[src/lsm_pkg.sv]
package lsm_pkg;

   // serial port slave address; value is arbitrary
   localparam logic [6:0] SLAVE_ADDR     = 7'h5A;

   // byte offsets of the monitor bytes
   localparam logic [7:0] OFF_RXB_MODE   = 8'h33;
   localparam logic [7:0] OFF_RXB_SIG    = 8'h34;
   localparam logic [7:0] OFF_RXB_TXSET  = 8'h35;
   localparam logic [7:0] OFF_TXA_LOCK   = 8'h37;
   localparam logic [7:0] OFF_TXA_EQ     = 8'h38;
   localparam logic [7:0] OFF_TXA_RSVD   = 8'h39;
   localparam logic [7:0] OFF_TXA_PD     = 8'h3A;
   localparam logic [7:0] OFF_TXA_MODE   = 8'h3C;
   localparam logic [7:0] OFF_TXA_SIG    = 8'h3D;

   // field positions
   localparam int BIT_HS_QUIET  = 7;
   localparam int BIT_LF_QUIET  = 6;
   localparam int BIT_IN_TYPE   = 5;
   localparam int BIT_TERM      = 7;
   localparam int BIT_CM        = 6;
   localparam int BIT_COMP_EN   = 5;
   localparam int BIT_CDR       = 5;
   localparam int BIT_PLL       = 4;
   localparam int BIT_EQ_DONE   = 5;
   localparam int BIT_PD_N      = 6;
   localparam int BIT_DUAL      = 4;
   localparam int BIT_RATE      = 3;
   localparam int BIT_WARM      = 2;

   // reset values and codes
   localparam logic [7:0] RSVD_VALUE     = 8'h00;
   localparam logic       RST_PD_N       = 1'h1;
   localparam logic       RST_STATUS     = 1'h0;
   localparam logic       RST_BUS        = 1'h1;
   localparam logic [4:0] COMP_OFF       = 5'h00;
   localparam logic [4:0] COMP_LOW       = 5'h0D;
   localparam logic [4:0] COMP_HIGH      = 5'h16;
   localparam logic [4:0] LANE_MODE_SAFE = 5'h00;
   localparam logic [3:0] CFG_SAFE_MAX   = 4'h1;
   localparam logic [3:0] BITS_PER_BYTE  = 4'h8;

   typedef enum logic [7:0] {
      ST_IDLE     = 8'h01,
      ST_ADDR     = 8'h02,
      ST_ADDR_ACK = 8'h04,
      ST_PTR      = 8'h08,
      ST_ACK_WR   = 8'h10,
      ST_WR_DATA  = 8'h20,
      ST_RD_DATA  = 8'h40,
      ST_RD_ACK   = 8'h80
   } lsm_i2c_st_t;

endpackage

[src/lsm_monitor.sv]
`timescale 1ns/10ps
// Overview of operation
// - bit7 high when no high-speed input
// - bit6 high when no low-frequency signaling
// - bit5 high for high-speed input type
// - bits4..0 report lane operating mode
// - status bit7 reports far termination sensed
// - status bit6 reports common-mode state
// - status bit5 high in compliance mode outside safe configuration codes
// - compliance state cycles between fixed bounds
// - adjacent-lane ping advances compliance state
// - swing setting low five bits, rest zero
// - lock byte bit5 reports recovery lock
// - lock byte bit4 reports synth lock
// - equalizer byte bit5 reports calibration done
// - equalizer byte bits3..0 hold adapted code
// - bit6 mirrors power-down, one after reset
// - bit4 holds decoded dual-lane flag
// - bit3 holds decoded data-rate flag
// - bit2 holds decoded warm-restart flag
// - safe configuration codes force safe lane state
module lsm_monitor
   import lsm_pkg::*;
(
   // clock and reset
   input  wire logic       sys_clk,
   input  wire logic       reset_n,
   // management serial port
   input  wire logic       scl,
   input  wire logic       sda_in,
   output logic            sda_out,
   output logic            sda_oe,
   // lane configuration
   input  wire logic [3:0] lane_config_select,
   // receive path b status
   input  wire logic       rxb_highspeed_quiet_flag,
   input  wire logic       rxb_lowfreq_signal_quiet_flag,
   input  wire logic       rxb_input_type_flag,
   input  wire logic [4:0] rxb_lane_operating_mode,
   input  wire logic       rxb_far_termination_seen,
   input  wire logic       rxb_common_mode_state,
   input  wire logic       rxb_compliance_active,
   input  wire logic       rxb_adjacent_ping,
   input  wire logic [4:0] rxb_swing_emphasis_setting,
   // transmit path a status
   input  wire logic       txa_highspeed_quiet_flag,
   input  wire logic       txa_lowfreq_signal_quiet_flag,
   input  wire logic       txa_input_type_flag,
   input  wire logic [4:0] txa_lane_operating_mode,
   input  wire logic       txa_far_termination_seen,
   input  wire logic       txa_common_mode_state,
   input  wire logic       txa_compliance_active,
   input  wire logic       txa_adjacent_ping,
   input  wire logic       txa_recovery_loop_locked,
   input  wire logic       txa_synth_loop_locked,
   input  wire logic       txa_equalizer_cal_finished,
   input  wire logic [3:0] txa_equalizer_code,
   input  wire logic       txa_powerdown_n_status,
   input  wire logic       txa_msg_dual_lane_flag,
   input  wire logic       txa_msg_data_rate_flag,
   input  wire logic       txa_msg_warm_restart_flag
);

   typedef struct packed {
      lsm_i2c_st_t st;
      logic [3:0]  cnt;
      logic [7:0]  shift;
      logic [7:0]  tx;
      logic [7:0]  ptr;
      logic        rw;
      logic        nack;
      logic        sda_oe;
      logic        sda_out;
      logic        scl_d;
      logic        sda_d;
      logic [1:0]  age;
   } lsm_mon_t;

   lsm_mon_t   r;
   lsm_mon_t   next_r;
   logic       scl_s;
   logic       sda_s;
   logic       pd_n_s;
   logic [3:0] cfg_s;
   logic       b_hsq, b_lfq, b_type, b_term, b_cm, b_comp, b_ping;
   logic [4:0] b_mode, b_sw;
   logic       a_hsq, a_lfq, a_type, a_term, a_cm, a_comp, a_ping;
   logic       a_cdr, a_pll, a_eqd, a_dual, a_rate, a_warm;
   logic [4:0] a_mode;
   logic [3:0] a_eq;
   logic       safe;
   logic [4:0] b_comp_state, a_comp_state;
   logic [7:0] mode_b, sig_b, txset_b, lock_a, eq_a, pd_a, mode_a, sig_a;
   logic [7:0] rd_cur;
   logic [7:0] rd_nxt;
   logic       scl_rise, scl_fall, start_ev, stop_ev;

   lsm_sync #(.WIDTH(2), .RST_VAL(RST_BUS)) u_sync_bus (
      .sys_clk (sys_clk),
      .reset_n (reset_n),
      .din     ({scl, sda_in}),
      .dout    ({scl_s, sda_s})
   );

   // power-down flag must read one straight out of reset
   lsm_sync #(.WIDTH(1), .RST_VAL(RST_PD_N)) u_sync_pd (
      .sys_clk (sys_clk),
      .reset_n (reset_n),
      .din     (txa_powerdown_n_status),
      .dout    (pd_n_s)
   );

   // multi-bit codes may tear for one cycle while they change
   lsm_sync #(.WIDTH(43), .RST_VAL(RST_STATUS)) u_sync_status (
      .sys_clk (sys_clk),
      .reset_n (reset_n),
      .din     ({lane_config_select, rxb_highspeed_quiet_flag,
                 rxb_lowfreq_signal_quiet_flag, rxb_input_type_flag,
                 rxb_lane_operating_mode, rxb_far_termination_seen,
                 rxb_common_mode_state, rxb_compliance_active, rxb_adjacent_ping,
                 rxb_swing_emphasis_setting, txa_highspeed_quiet_flag,
                 txa_lowfreq_signal_quiet_flag, txa_input_type_flag,
                 txa_lane_operating_mode, txa_far_termination_seen,
                 txa_common_mode_state, txa_compliance_active, txa_adjacent_ping,
                 txa_recovery_loop_locked, txa_synth_loop_locked,
                 txa_equalizer_cal_finished, txa_equalizer_code,
                 txa_msg_dual_lane_flag, txa_msg_data_rate_flag,
                 txa_msg_warm_restart_flag}),
      .dout    ({cfg_s, b_hsq, b_lfq, b_type, b_mode, b_term, b_cm, b_comp,
                 b_ping, b_sw, a_hsq, a_lfq, a_type, a_mode, a_term, a_cm,
                 a_comp, a_ping, a_cdr, a_pll, a_eqd, a_eq, a_dual, a_rate,
                 a_warm})
   );

   assign safe = (cfg_s <= CFG_SAFE_MAX);

   lsm_comp_step u_comp_b (
      .sys_clk    (sys_clk),
      .reset_n    (reset_n),
      .comp_en    (b_comp && !safe),
      .ping       (b_ping),
      .comp_state (b_comp_state)
   );

   lsm_comp_step u_comp_a (
      .sys_clk    (sys_clk),
      .reset_n    (reset_n),
      .comp_en    (a_comp && !safe),
      .ping       (a_ping),
      .comp_state (a_comp_state)
   );

   always_comb
   begin
      mode_b = 8'h00;
      mode_b[BIT_HS_QUIET] = b_hsq;
      mode_b[BIT_LF_QUIET] = b_lfq;
      mode_b[BIT_IN_TYPE] = b_type;
      mode_b[4:0] = safe ? LANE_MODE_SAFE : b_mode;
      mode_a = 8'h00;
      mode_a[BIT_HS_QUIET] = a_hsq;
      mode_a[BIT_LF_QUIET] = a_lfq;
      mode_a[BIT_IN_TYPE] = a_type;
      mode_a[4:0] = safe ? LANE_MODE_SAFE : a_mode;
      sig_b = 8'h00;
      sig_b[BIT_TERM] = b_term;
      sig_b[BIT_CM] = b_cm;
      sig_b[BIT_COMP_EN] = b_comp && !safe;
      sig_b[4:0] = b_comp_state;
      sig_a = 8'h00;
      sig_a[BIT_TERM] = a_term;
      sig_a[BIT_CM] = a_cm;
      sig_a[BIT_COMP_EN] = a_comp && !safe;
      sig_a[4:0] = a_comp_state;
      txset_b = {3'h0, b_sw};
      lock_a = 8'h00;
      lock_a[BIT_CDR] = a_cdr;
      lock_a[BIT_PLL] = a_pll;
      eq_a = 8'h00;
      eq_a[BIT_EQ_DONE] = a_eqd;
      eq_a[3:0] = a_eq;
      pd_a = 8'h00;
      pd_a[BIT_PD_N] = pd_n_s;
      pd_a[BIT_DUAL] = a_dual;
      pd_a[BIT_RATE] = a_rate;
      pd_a[BIT_WARM] = a_warm;
   end

   function automatic logic [7:0] reg_read(input logic [7:0] a);
      logic [7:0] v;
      v = RSVD_VALUE;
      case (a)
         OFF_RXB_MODE:  v = mode_b;
         OFF_RXB_SIG:   v = sig_b;
         OFF_RXB_TXSET: v = txset_b;
         OFF_TXA_LOCK:  v = lock_a;
         OFF_TXA_EQ:    v = eq_a;
         OFF_TXA_RSVD:  v = RSVD_VALUE;
         OFF_TXA_PD:    v = pd_a;
         OFF_TXA_MODE:  v = mode_a;
         OFF_TXA_SIG:   v = sig_a;
         default:       v = RSVD_VALUE;
      endcase
      return v;
   endfunction

   // a bare assign would miss status changes inside the function
   always_comb
   begin
      rd_cur = reg_read(r.ptr);
      rd_nxt = reg_read(r.ptr + 8'h01);
   end

   assign scl_rise = scl_s && !r.scl_d;
   assign scl_fall = !scl_s && r.scl_d;
   assign start_ev = scl_s && r.scl_d && r.sda_d && !sda_s;
   assign stop_ev  = scl_s && r.scl_d && !r.sda_d && sda_s;

   always_comb
   begin
      next_r = r;
      next_r.scl_d = scl_s;
      next_r.sda_d = sda_s;
      next_r.sda_out = 1'h0;
      if (r.age != 2'h3)
      begin
         next_r.age = r.age + 2'h1;
      end
      if (start_ev)
      begin
         next_r.st = ST_ADDR;
         next_r.cnt = 4'h0;
         next_r.sda_oe = 1'h0;
      end
      else if (stop_ev)
      begin
         next_r.st = ST_IDLE;
         next_r.sda_oe = 1'h0;
      end
      else
      begin
         case (r.st)
            ST_ADDR, ST_PTR, ST_WR_DATA:
            begin
               if (scl_rise)
               begin
                  next_r.shift = {r.shift[6:0], sda_s};
                  next_r.cnt = r.cnt + 4'h1;
               end
               else if (scl_fall && r.cnt == BITS_PER_BYTE)
               begin
                  next_r.cnt = 4'h0;
                  next_r.sda_oe = 1'h1;
                  next_r.st = ST_ACK_WR;
                  if (r.st == ST_ADDR)
                  begin
                     next_r.rw = r.shift[0];
                     next_r.sda_oe = (r.shift[7:1] == SLAVE_ADDR);
                     next_r.st = (r.shift[7:1] == SLAVE_ADDR) ? ST_ADDR_ACK : ST_IDLE;
                  end
                  else if (r.st == ST_PTR)
                  begin
                     next_r.ptr = r.shift;
                  end
               end
            end
            ST_ADDR_ACK:
            begin
               if (scl_fall)
               begin
                  next_r.tx = rd_cur;
                  next_r.sda_oe = r.rw && !rd_cur[7];
                  next_r.st = r.rw ? ST_RD_DATA : ST_PTR;
               end
            end
            ST_ACK_WR:
            begin
               if (scl_fall)
               begin
                  next_r.sda_oe = 1'h0;
                  next_r.st = ST_WR_DATA;
               end
            end
            ST_RD_DATA:
            begin
               if (scl_fall)
               begin
                  next_r.cnt = r.cnt + 4'h1;
                  next_r.tx = {r.tx[6:0], 1'h0};
                  next_r.sda_oe = !r.tx[6];
                  if (r.cnt == BITS_PER_BYTE - 4'h1)
                  begin
                     next_r.cnt = 4'h0;
                     next_r.sda_oe = 1'h0;
                     next_r.st = ST_RD_ACK;
                  end
               end
            end
            ST_RD_ACK:
            begin
               if (scl_rise)
               begin
                  next_r.nack = sda_s;
               end
               else if (scl_fall)
               begin
                  next_r.ptr = r.ptr + 8'h01;
                  next_r.tx = rd_nxt;
                  next_r.sda_oe = !r.nack && !rd_nxt[7];
                  next_r.st = r.nack ? ST_IDLE : ST_RD_DATA;
               end
            end
            default:
            begin
               next_r.sda_oe = 1'h0;
            end
         endcase
      end
   end

   always_ff @(posedge sys_clk or negedge reset_n)
   begin
      if (!reset_n)
      begin
         r <= '{st: ST_IDLE, scl_d: RST_BUS, sda_d: RST_BUS, default: '0};
      end
      else
      begin
         r <= next_r;
      end
   end

   assign sda_out = r.sda_out;
   assign sda_oe  = r.sda_oe;
endmodule

[src/lsm_sync.sv]
`timescale 1ns/10ps
module lsm_sync
   import lsm_pkg::*;
#(
   parameter int         WIDTH   = 1,
   parameter logic       RST_VAL = 1'h0
)
(
   // clock and reset
   input  wire logic             sys_clk,
   input  wire logic             reset_n,
   // level in, level out
   input  wire logic [WIDTH-1:0] din,
   output logic      [WIDTH-1:0] dout
);

   typedef struct packed {
      logic [WIDTH-1:0] s1;
      logic [WIDTH-1:0] s2;
   } lsm_sync_t;

   lsm_sync_t r;
   lsm_sync_t next_r;

   // first stage feeds only the second
   always_comb
   begin
      next_r.s1 = din;
      next_r.s2 = r.s1;
   end

   always_ff @(posedge sys_clk or negedge reset_n)
   begin
      if (!reset_n)
      begin
         r <= {(2 * WIDTH){RST_VAL}};
      end
      else
      begin
         r <= next_r;
      end
   end

   assign dout = r.s2;

endmodule

[src/lsm_comp_step.sv]
`timescale 1ns/10ps
module lsm_comp_step
   import lsm_pkg::*;
(
   // clock and reset
   input  wire logic       sys_clk,
   input  wire logic       reset_n,
   // synced lane status
   input  wire logic       comp_en,
   input  wire logic       ping,
   // compliance state
   output logic      [4:0] comp_state
);

   typedef struct packed {
      logic       ping_d;
      logic [4:0] state;
   } lsm_comp_t;

   lsm_comp_t r;
   lsm_comp_t next_r;

   always_comb
   begin
      next_r = r;
      next_r.ping_d = ping;
      if (!comp_en)
      begin
         next_r.state = COMP_OFF;
      end
      else if (r.state == COMP_OFF)
      begin
         next_r.state = COMP_LOW;
      end
      else if (ping && !r.ping_d)
      begin
         next_r.state = (r.state >= COMP_HIGH) ? COMP_LOW : r.state + 5'h01;
      end
   end

   always_ff @(posedge sys_clk or negedge reset_n)
   begin
      if (!reset_n)
      begin
         r <= '0;
      end
      else
      begin
         r <= next_r;
      end
   end

   assign comp_state = r.state;
endmodule

[config.mk]
export PLATFORM = sky130hd
export DESIGN_NAME = lsm_monitor
export DESIGN_NICKNAME = d
export VERILOG_FILES = /design/src/lsm_pkg.sv /design/src/lsm_monitor.sv /design/src/lsm_sync.sv /design/src/lsm_comp_step.sv
export SDC_FILE = /design/constraint.sdc
export NUM_CORES = 1
export LEC_CHECK = 0
export BUFFER_PORTS_ARGS = -buffer_cell sky130_fd_sc_hd__clkbuf_2
export CORE_UTILIZATION = 60
export DETAILED_ROUTE_END_ITERATION = 16
export PLACE_DENSITY_LB_ADDON = 0.2
export SETUP_SLACK_MARGIN = 0.15
export SKIP_CTS_REPAIR_TIMING = 1
export SLEW_MARGIN = 20
export SYNTH_ARGS = -nofsm -noshare
export SYNTH_HDL_FRONTEND = slang
export SYNTH_SLANG_ARGS = --single-unit
[constraint.sdc]
create_clock -name sys_clk -period 6.5 [get_ports sys_clk]
set_clock_uncertainty 0.15 [all_clocks]
set_input_delay 1.95 -clock sys_clk [delete_from_list [all_inputs] [get_ports sys_clk]]
set_output_delay 1.95 -clock sys_clk [all_outputs]
set_load 0.005 [all_outputs]
---- Yosys cells after proc, flatten, opt, wreduce, memory -nomap -nowiden ----
Cells that the tools add are included.
W data, S select, Z words.
cells by class
  $add $sub $neg .......................... 4
  magnitude comparators ................... 3
  eq/ne operators ......................... 47
  multiplexer cells ....................... 58
  bitwise operators ....................... 3
  reductions and logical operators ........ 40
operators by type and width
  cell                   number
  $eq A8 B6 Y1 const B   17
  $pmux W8 S8            2
  $mux W8                12
  $mux W5                11
  $mux W12               4
  $pmux W8 S5            1
  $ne A4 B4 Y1 const B   9
  $mux W16               2
  $mux W30               1
  $pmux W8 S3            1
  $mux W9                2
  $ne A2 B2 Y1 const B   9
  $reduce_and A9 Y1      2
  $pmux W8 S2            1
  $mux W1                15
  $logic_and A1 B1 Y1    14
  $mux W7                2
  $reduce_and A7 Y1      2
  $reduce_and A4 Y1      3
  $logic_not A1 Y1       11
  $add A5 B1 Y5 const B  2
  $ge A5 B5 Y1 const B   2
  $logic_not A5 Y1       2
  $ne A3 B3 Y1 const B   3
  other kinds (22)       25
word-level totals
  bits in registers ....................... 145
  bits of input ports ..................... 48
  output and inout bits ................... 2
  logic and storage cells ................. 175

---- Longest topological paths before layout ----
Gate-level depths: netlist of run 1.
  depth in word-level cells ............... 11
  mapped depth ............................ 10
  gate-level depth less buffers ........... 8

---- Hierarchy ----
A second synthesis of run 1 with hierarchy kept.
unflattened totals
  cells, all modules ...................... 627
  area, all modules ....................... 6,680.2 sq um
by module, submodules not included
  module                    instances  cells an instance  area each (sq um)
  lsm_monitor               1          445                3,467.1
  lsm_sync (u_sync_status)  1          86                 2,152.1
  lsm_comp_step             2          45                 451.7
  lsm_sync (u_sync_bus)     1          4                  105.1
  lsm_sync (u_sync_pd)      1          2                  52.6

---- Least setup slack after synthesis of run 1 ----
Ideal clock, no wire load.
  kind .................................... register to register
  start ................................... register r[8] (netlist name)
  end ..................................... register r[18] (netlist name)
  arrival time ............................ 2,214 ps
  setup slack ............................. 4,010 ps
  stages on the path, launching flop included .. 9
  path buffers ............................ 1
  clock period less this slack ............ 2,490 ps
  cells stage by stage .................... dfrtp_1 -> clkbuf_1 -> inv_1 -> ha_1 -> nor4b_1 -> a31o_2 -> o311ai_2 -> a41oi_1 -> o32a_1
on the way
  word-level cells in the longest chain between the ends .. 6
  elaborated cells on any way between the ends .. 23
  those cells by class .................... add/sub (1); eq/ne (16); mux (6)
ends and longest elaborated chain
  what                      RTL line            source
  start: declaration        lsm_monitor.sv:79   lsm_mon_t r;
  start signal: assignment  lsm_monitor.sv:329  r <= next_r;
  $add A8 B1 Y8             lsm_monitor.sv:211  rd_nxt = reg_read(r.ptr + 8'h01);
  $eq A8 B6 Y1              lsm_monitor.sv:192  case (a)
  $pmux W8 S8               lsm_monitor.sv:192
  $mux W16                  lsm_monitor.sv:305  else if (scl_fall)
  $mux W16                  lsm_monitor.sv:301  if (scl_rise)
  $pmux W8 S3 *             lsm_monitor.sv:242  case (r.st)
Every way passes the cells marked *; elsewhere a longest branch is shown, timed or not. The select of a mux whose other input is x is not followed.
A chain may end at the register's enable or synchronous reset.

---- Final worst setup path of run 1 ----
Ends and elaborated chain as after synthesis.

==> results.cfg, run 1 <==
[finish]
final_common_cell = dfrtp_1
layout_common_cells = dfrtp_1, nand2_1, clkbuf_2, nand3_1
area_growth_pct = 13.4
n_fill_cell = 818
stdcell_count = 821
final_nets = 729
final_layout_size_suffix_gt1_share_pct = 18.6
diodes = 0
design_area_um2 = 7520

[power]
peakVddDrop_mv = 0.301
cellPowerDensity_nw_per_um2 = 305
p_leak_nw = 3.15

[logic_synthesis]
synth-edff-count = 0
synthCells = 632
netlist_area_um2 = 6630
synth_warnings = 0
ys.flop_type = dfrtp_1
postSynth.asyncResetShare_pct = 100
syn_nets = 693
ys_seq_elements = 142
synth_cell_types = 71
synth.avg_cell_area_um2 = 10.5
ys_seq_area_share_pct = 53.7

[placed_design]
gp_congestion = 0.935
post-place-ws_ns = 3.05
io_buffers = 47
dp_cells = 789
dp_hpwl_um = 11500
place_area_um2 = 6940

[worst_setup_path]
start_kind = register
path_class = reg2reg
r2r_cells = 8
timing.rr.start = r[8]
critPathBufInv = 1
crit_slowest_cell = o311ai_2
slowest_delay_ns = 0.74
crit_required_ns = 6.78
regToRegSetupSlack_ns = 3.04
critPathArrivalTime_ns = 3.74
path_cells = ha_1, buf_4, nor2b_1, a32oi_2, nor2_1, o311ai_2, a41oi_1, o32a_1
crit_family = compound AO/OA/AOI/OAI gates
r2r_end = r[18]
end_kind = register
cp_max_fo = 28

[drt]
dr_wl_met2_um = 7520
wl_met1_um = 7120
vias_per_cell = 6.54
drt-total-wl_um = 16500
route.vias.total = 5371
dr.first_iter.drc_count = 600
post_drt_wl_per_cell_um = 20.1
drc = 0
drt-pass1-iter-count = 6
top_layer = met4
ant_nets = 0
wl_met3_um = 1540

[sta]
setup_viol = 0
tns_ns = 0
maxSlewViolCount = 0
worst_slack_ns = 3.04
hold_violations = 0
tightestPinTransition_ns = 1.05
period_minus_slack_ns = 3.46
timing.hold.ws_ns = 0.198
finalCritPeriodShare_pct = 53.2
relSlewSlack_pct = 30.2
rsz0062_at_grt = no
max_freq_mhz = 289

[worst_hold_path]
min_path_cells = 0
hp-class = reg2reg
min_to = u_sync_status.dout[8]
hp-start = u_sync_status.next_r[8]

[grt]
overflow = 0
grt_pass1_wl_um = 26400
antenna_found_initial = 0
grt_max_degree = 87
track_usage_pct = 30.8
first_global_vias = 5009

[die]
rows = 38
die_x_um = 107
dieHeight_um = 107
core_um2 = 10800
initial_core_util_pct = 61.5
die-area_um2 = 11500
io_pins = 50

[clocking]
path_clk_slew_ns = 0.07
cts-buffers-inserted = 17
h-tree-depth = 4
cts_tree = done
cts_sinks = 142
cts.path.max_buffers = 2
cts-root-buf = clkbuf_8
insertion_delay_ns = 0.54

[run]
max-cap-violations = 0

[outcome]
outcome = complete, no violations
cells by family after synthesis:
kind of cell	count (synthesis)	synth area share, %
flops	142	53.7
xor+xnor	6	0.792
buf+inv	55	3.38
simple gates	225	17.9
mux	27	4.41
fa+ha+maj	13	2.45
compound gates	163	17.3
other cells	1	0.0565
state kept, by name, summed over array words and instances, names as in the netlist, 2 cells and up:
| register | cells |
|---|---|
| u_sync_status.dout | 42 |
| u_sync_status.next_r | 42 |
| u_sync_bus.dout | 2 |
| r | 39 |
| u_comp_b.comp_state | 5 |
| u_sync_bus.next_r | 2 |
| u_comp_a.comp_state | 5 |
stage by stage:
step / util [%] / power (mW)
global placement: 64.3 / 1.35
floorplan: - / 1.27
detailed placement: 64.3 / 1.37
finish: 69.7 / 2.29
CTS: 69.7 / 2.30
global route: 69.7 / 2.39
final cells by class:
type / count / area, um^2 / share of cell area [%]
Clock buffer: 17 / 414 / 5.51
Multi-Input combinational cell: 435 / 2850 / 37.8
Timing Repair Buffer: 53 / 287 / 3.81
Sequential cell: 142 / 3560 / 47.4
Clock inverter: 15 / 163 / 2.16
Inverter: 19 / 71.3 / 0.948
Tap cell: 140 / 175 / 2.33
power by group:
group	internal, mW	switching [mW]
logic	0.134	0.173
clock network	0.497	0.428
registers	0.960	0.0998
total	1.59	0.701
cells in the mapped netlist (all sizes together), types with 11 or more instances:
master,number,share of area (%)
nand2,53,3.0
a31oi,14,1.3
nor3,21,1.6
mux2,18,3.1
nor2,33,1.9
inv,17,0.96
nand4,11,1.0
clkbuf,29,1.7
a21oi,31,2.3
dfrtp,133,50
ha,13,2.5
o21ai,34,2.6
nand3,38,2.9
nor2b,11,1.0
worst register-to-register path, delay by kind of cell, from the launching register on:
| family | cells | cell delay, ns |
|---|---|---|
| DFF | 1 | 0.50 |
| AOI/OAI and AO/OA | 4 | 1.86 |
| and+or+nand+nor | 2 | 0.34 |
| adders and majority gates | 1 | 0.25 |
| buffers and inverters | 1 | 0.23 |
routing by layer:
layer	up-vias	global-route usage, %
met5	-	0
met4	0	11.2
met3	30	9.00
met2	304	45.8
met1	2630	43.1
li1	2407	-
worst max-delay path by stage:
| stage | cells after the start | endpoint | from | slack (ns) |
|---|---|---|---|---|
| 5_1_grt | 7 | r[18] | r[8] | 2.92 |
| 3_3_place_gp | 8 | r[18] | r[8] | 3.13 |
| 3_5_place_dp | 2 | r[26] | reset_n | 3.05 |
| 4_1_cts | 8 | r[18] | r[8] | 3.13 |
| 6_report | 8 | r[18] | r[8] | 3.04 |
| 2_1_floorplan | 8 | r[18] | r[8] | 4.01 |
(Power assumes the default switching activity.)
==> run 2: changes to the inputs <==
ABC_AREA = 1   (was unset)
clock period = 3.2 ns   (was 6.5 ns; I/O delays follow)
==> run 2 against run 1 <==
Against the previous run: worst hold slack worse by 0.040 ns; first-iteration DRC count decreased by 35%; routed wire length decreased by 11%; register-to-register slack got worse by 2.6 ns; core utilization increased by 1.9 points; fmax increased by 27%; die area is 3.3% lower; critical path type unchanged; largest power group unchanged.
==> results.cfg, run 2 <==
[drt]
drc = 0
dr.first_iter.drc_count = 388
route.vias.total = 5298
drt-pass1-iter-count = 6
post_drt_wl_per_cell_um = 15.4
ant_nets = 0
drt-total-wl_um = 14700
vias_per_cell = 5.54

[grt]
overflow = 0
grt_pass1_wl_um = 24700
antenna_found_initial = 0
grt_max_degree = 69
track_usage_pct = 29.3
first_global_vias = 5274

[logic_synthesis]
synth_largest_area_cell = dfrtp_1
netlist_area_um2 = 6410
ys.flop_type = dfrtp_1
synth_top_area_share_pct = 51.9
synthMostInstantiatedCell = nand2_1
synth_warnings = 0
syn_nets = 811
synth-simple-area-share_pct = 25.9
synth.avg_cell_area_um2 = 8.55
ys_seq_area_share_pct = 55.6
synth_compound_area_share_pct = 7.78
ys_seq_elements = 142
synth-xor-area-share_pct = 0.956
synth-edff-count = 0
synthAdderAreaFrac_pct = 2.54
synth_cell_types = 36
synthCells = 750
postSynth.asyncResetShare_pct = 100
synth_top_family_by_area = simple AND/OR/NAND/NOR gates
muxShareOfSynthArea_pct = 0
ys_top_cells_by_area = dfrtp_1, nand2_1, inv_1
synthTopCellsByCount = nand2_1, dfrtp_1, inv_1

[sta]
tightestPinTransition_ns = 0.783
rsz0062_at_grt = no
max_freq_mhz = 368
tns_ns = 0
maxSlewViolCount = 0
finalCritPeriodShare_pct = 85.0
relSlewSlack_pct = 47.4
setup_viol = 0
hold_violations = 0
period_minus_slack_ns = 2.72

[placed_design]
io_buffers = 47
dp_cells = 924
dp_hpwl_um = 10500
gp_congestion = 0.895

[power]
switchingPower_mw = 1.39
clkPwrFrac_pct = 41.2
cellPowerDensity_nw_per_um2 = 626
sw_frac_of_total_pct = 30.1
p_leak_nw = 3.74
p_seq_share_pct = 44.8
power_mw = 4.63
internal-power_mw = 3.23
peakVddDrop_mv = 0.533
pwr-share-comb_pct = 13.9

[finish]
final_layout_size_suffix_gt1_share_pct = 13.5
layout_common_cells = nand2_1, dfrtp_1, inv_1, nor2_1, nand3_1
area_growth_pct = 15.2
final_common_cell = nand2_1
stdcell_count = 956
diodes = 0
final_nets = 868

[outcome]
outcome = complete, no violations

[run]
max-cap-violations = 0

[die]
die_x_um = 105
io_pins = 50
initial_core_util_pct = 62.1
rows = 37
dieHeight_um = 105
core_um2 = 10300
die-area_um2 = 11100

[clocking]
h-tree-depth = 4
cts_sinks = 142
insertion_delay_ns = 0.54
cts-buffers-inserted = 17
path_clk_slew_ns = 0.07
cts.path.max_buffers = 2
cts-root-buf = clkbuf_8
cts_tree = done

[worst_setup_path]
critPathArrivalTime_ns = 3.03
r2r_end = r[16]
start_kind = register
path_class = reg2reg
r2r_cells = 14
crit_required_ns = 3.51
timing.rr.start = r[8]
crit_start = r[8]
end_kind = register
cp_max_fo = 25
crit_end = r[16]
regToRegSetupSlack_ns = 0.48

[worst_hold_path]
hp-class = in2async
[run 2: worst max-delay path: stages, from the launching register on]
cell     delay [ns]
dfrtp_1        0.47
ha_1           0.34
inv_1          0.09
nor2_1         0.14
nand3_1        0.08
nand2_1        0.09
nand2_1        0.07
nor2_2         0.43
buf_12         0.23
nand2_1        0.09
nor2_1         0.11
nor2_1         0.05
nand2_1        0.08
nand2_1        0.06
a21oi_1        0.13
[run 2: power by group through the flow]
| stage | Clock [mW] | Sequential [mW] | Combinational, mW |
|---|---|---|---|
| floorplan | 0 | 2.05 | 0.481 |
| global placement | 0 | 2.09 | 0.596 |
| detailed placement | 0 | 2.10 | 0.632 |
| CTS | 1.94 | 2.07 | 0.637 |
| global route | 2.00 | 2.09 | 0.745 |
| finish | 1.91 | 2.07 | 0.645 |
[run 2: how the worst min path moves through the flow]
stage | startpoint | to | cells after the start
3_5_place_dp | u_sync_status.next_r[6] | u_sync_status.dout[6] | 0
5_1_grt | reset_n | r[13] | 1
4_1_cts | reset_n | r[13] | 1
2_1_floorplan | u_sync_status.next_r[0] | u_sync_status.dout[0] | 0
3_3_place_gp | u_sync_status.next_r[40] | u_sync_status.dout[40] | 0
6_report | reset_n | r[13] | 1
[run 2: metrics by stage]
step	hold WS [ns]	setup slack, ns	instance area [um^2]	utilization, %
6_report	0.158	0.480	7390	71.6
5_1_grt	0.178	0.307	7390	71.6
4_1_cts	0.163	0.530	7390	71.6
3_5_place_dp	0.186	0.572	6810	66.0
3_3_place_gp	0.181	0.633	6810	66.0
2_1_floorplan	0.181	1.20	6410	-
[run 2: layout make-up]
| type | count | area [um^2] |
|---|---|---|
| inverter | 97 | 364 |
| clock buffer | 17 | 414 |
| tap | 136 | 170 |
| sequential | 142 | 3560 |
| clock inverter | 15 | 168 |
| timing repair buffer | 54 | 319 |
| multi-input combinational | 495 | 2390 |
| fill | 776 | 2930 |
[run 2: kinds of logic (layout without fill, tap and decap cells)]
| kind of cell | count (synthesis) | after routing |
|---|---|---|
| other cells | 1 | 1 |
| flops | 142 | 142 |
| simple gates | 382 | 382 |
| compound gates | 92 | 92 |
| buf+inv | 113 | 183 |
| fa+ha+maj | 13 | 13 |
| xor+xnor | 7 | 7 |
[run 2: routing by layer]
metal	GRT usage (%)	up-vias	wire length (um)
met3	5.75	46	655
met4	15.0	0	504
met1	34.5	2542	6080
met2	51.1	191	7500
met5	0	-	0
li1	-	2519	-
==> run 3: changes to the inputs <==
clock period = 2.8 ns   (was 3.2 ns; I/O delays follow)
==> run 3 against run 2 <==
Against the previous run: worst hold slack worse by 0.038 ns; register-to-register slack worse by 0.13 ns; largest power group unchanged; sequential power up 14%; routed wire length down 3.3%; sequential share of layout area down 0.28 points.
==> results.cfg, run 3 (same netlist as run 2, synthesis figures left out) <==
[placed_design]
post-place-ws_ns = 0.341
dp_cells = 927
io_buffers = 47
dp_hpwl_um = 9900
gp_congestion = 0.912

[worst_setup_path]
critPathArrivalTime_ns = 2.76
crit_required_ns = 3.11
regToRegSetupSlack_ns = 0.35
path_class = reg2reg
crit_slowest_cell = nor3_1
end_kind = register
path_cells = nand2_1, nor3_1, nand3_1, inv_1, nand2_1, o211ai_1, o21ai_0, and2_0, a21oi_1
start_kind = register
critPathBufInv = 1
cp_max_fo = 5
crit_path_frequent_cell = nand2_1
r2r_cells = 9
crit_family = simple AND/OR/NAND/NOR gates
r2r_end = r[17]
timing.rr.start = r[12]
slowest_delay_ns = 0.42

[sta]
maxSlewViolCount = 0
tightestPinTransition_ns = 0.672
timing.hold.ws_ns = 0.120
period_minus_slack_ns = 2.45
finalCritPeriodShare_pct = 87.4
worst_slack_ns = 0.352
rsz0062_at_grt = yes
hold_violations = 0
setup_viol = 0
relSlewSlack_pct = 54.7
max_freq_mhz = 408
tns_ns = 0

[clocking]
cts_tree = done
insertion_delay_ns = 0.55
cts-root-buf = clkbuf_8
h-tree-depth = 4
cts_sinks = 142
cts.path.max_buffers = 2
path_clk_slew_ns = 0.07
cts-buffers-inserted = 17

[grt]
overflow = 0
antenna_found_initial = 0
first_global_vias = 5143
track_usage_pct = 28.5
grt_pass1_wl_um = 24000
grt_max_degree = 83

[die]
die_x_um = 105
dieHeight_um = 105
initial_core_util_pct = 62.1
core_um2 = 10300
io_pins = 50
die-area_um2 = 11100
rows = 37

[finish]
final_layout_size_suffix_gt1_share_pct = 14.2
area_growth_pct = 15.9
diodes = 0
final_nets = 871
final_common_cell = nand2_1
layout_common_cells = nand2_1, dfrtp_1, inv_1, nor2_1, nand3_1
stdcell_count = 959
n_fill_cell = 750

[power]
switchingPower_mw = 1.62
cellPowerDensity_nw_per_um2 = 715
sw_frac_of_total_pct = 30.4
internal-power_mw = 3.69
p_seq_share_pct = 44.6
p_leak_nw = 3.76
clkPwrFrac_pct = 41.3
pwr-share-comb_pct = 14.1
peakVddDrop_mv = 0.590

[outcome]
outcome = complete, no violations

[drt]
route.vias.total = 5162
ant_nets = 0
drt-pass1-iter-count = 5
dr.first_iter.drc_count = 418
drc = 0
drt-total-wl_um = 14300
post_drt_wl_per_cell_um = 14.9
vias_per_cell = 5.38

[worst_hold_path]
hp-class = in2async

[run]
max-cap-violations = 0
## run 3: cell types whose count changed in the layout (fill, tap and decap cells not counted), sizes merged
cell / before / now
buf: 8 / 11
inv: 107 / 106
clkinv: 2 / 3
## run 3: power groups by stage
| stage | combinational, mW | sequential (mW) | clock (mW) |
|---|---|---|---|
| after CTS | 0.739 | 2.37 | 2.23 |
| after global routing | 0.849 | 2.39 | 2.30 |
| after detailed placement | 0.717 | 2.40 | 0 |
| after floorplan | 0.549 | 2.34 | 0 |
| final | 0.750 | 2.37 | 2.19 |
| after global placement | 0.682 | 2.39 | 0 |
## run 3: per-stage QoR
step / total power, mW / instance area, um^2 / util (%)
2_1_floorplan: 2.89 / 6410 / -
6_report: 5.31 / 7430 / 72.0
3_5_place_dp: 3.12 / 6840 / 66.3
3_3_place_gp: 3.07 / 6840 / 66.3
4_1_cts: 5.33 / 7430 / 71.9
5_1_grt: 5.55 / 7430 / 72.0
## run 3: final cells by class
type	count	area, um^2	area share (%)
clock buffers	17	414	5.57
flip-flops and latches	142	3560	48.0
repair buffers	57	354	4.76
multi-input cells	495	2400	32.3
clock inverters	15	168	2.26
inverters	97	364	4.90
well taps	136	170	2.29
## run 3: worst max path at each step
stage	depth (start not counted)	endpoint	slack (ns)	startpoint
floorplan	15	sda_oe	0.80	r[8]
global route	14	r[21]	0.14	r[8]
CTS	9	r[13]	0.33	r[36]
detailed placement	14	r[21]	0.34	r[8]
global placement	12	r[21]	0.42	r[8]
finish	9	r[17]	0.35	r[12]
## run 3: layer usage
layer  share of wire, %  up-vias  wire length (um)  global-route usage [%]
met1                 43     2417              6070                    35.9
met5                  0        -                 0                       0
li1                   -     2523                 -                       -
met2                 49      182              6990                    46.3
met3                5.2       40               745                    6.06
met4                3.2        0               463                    15.0
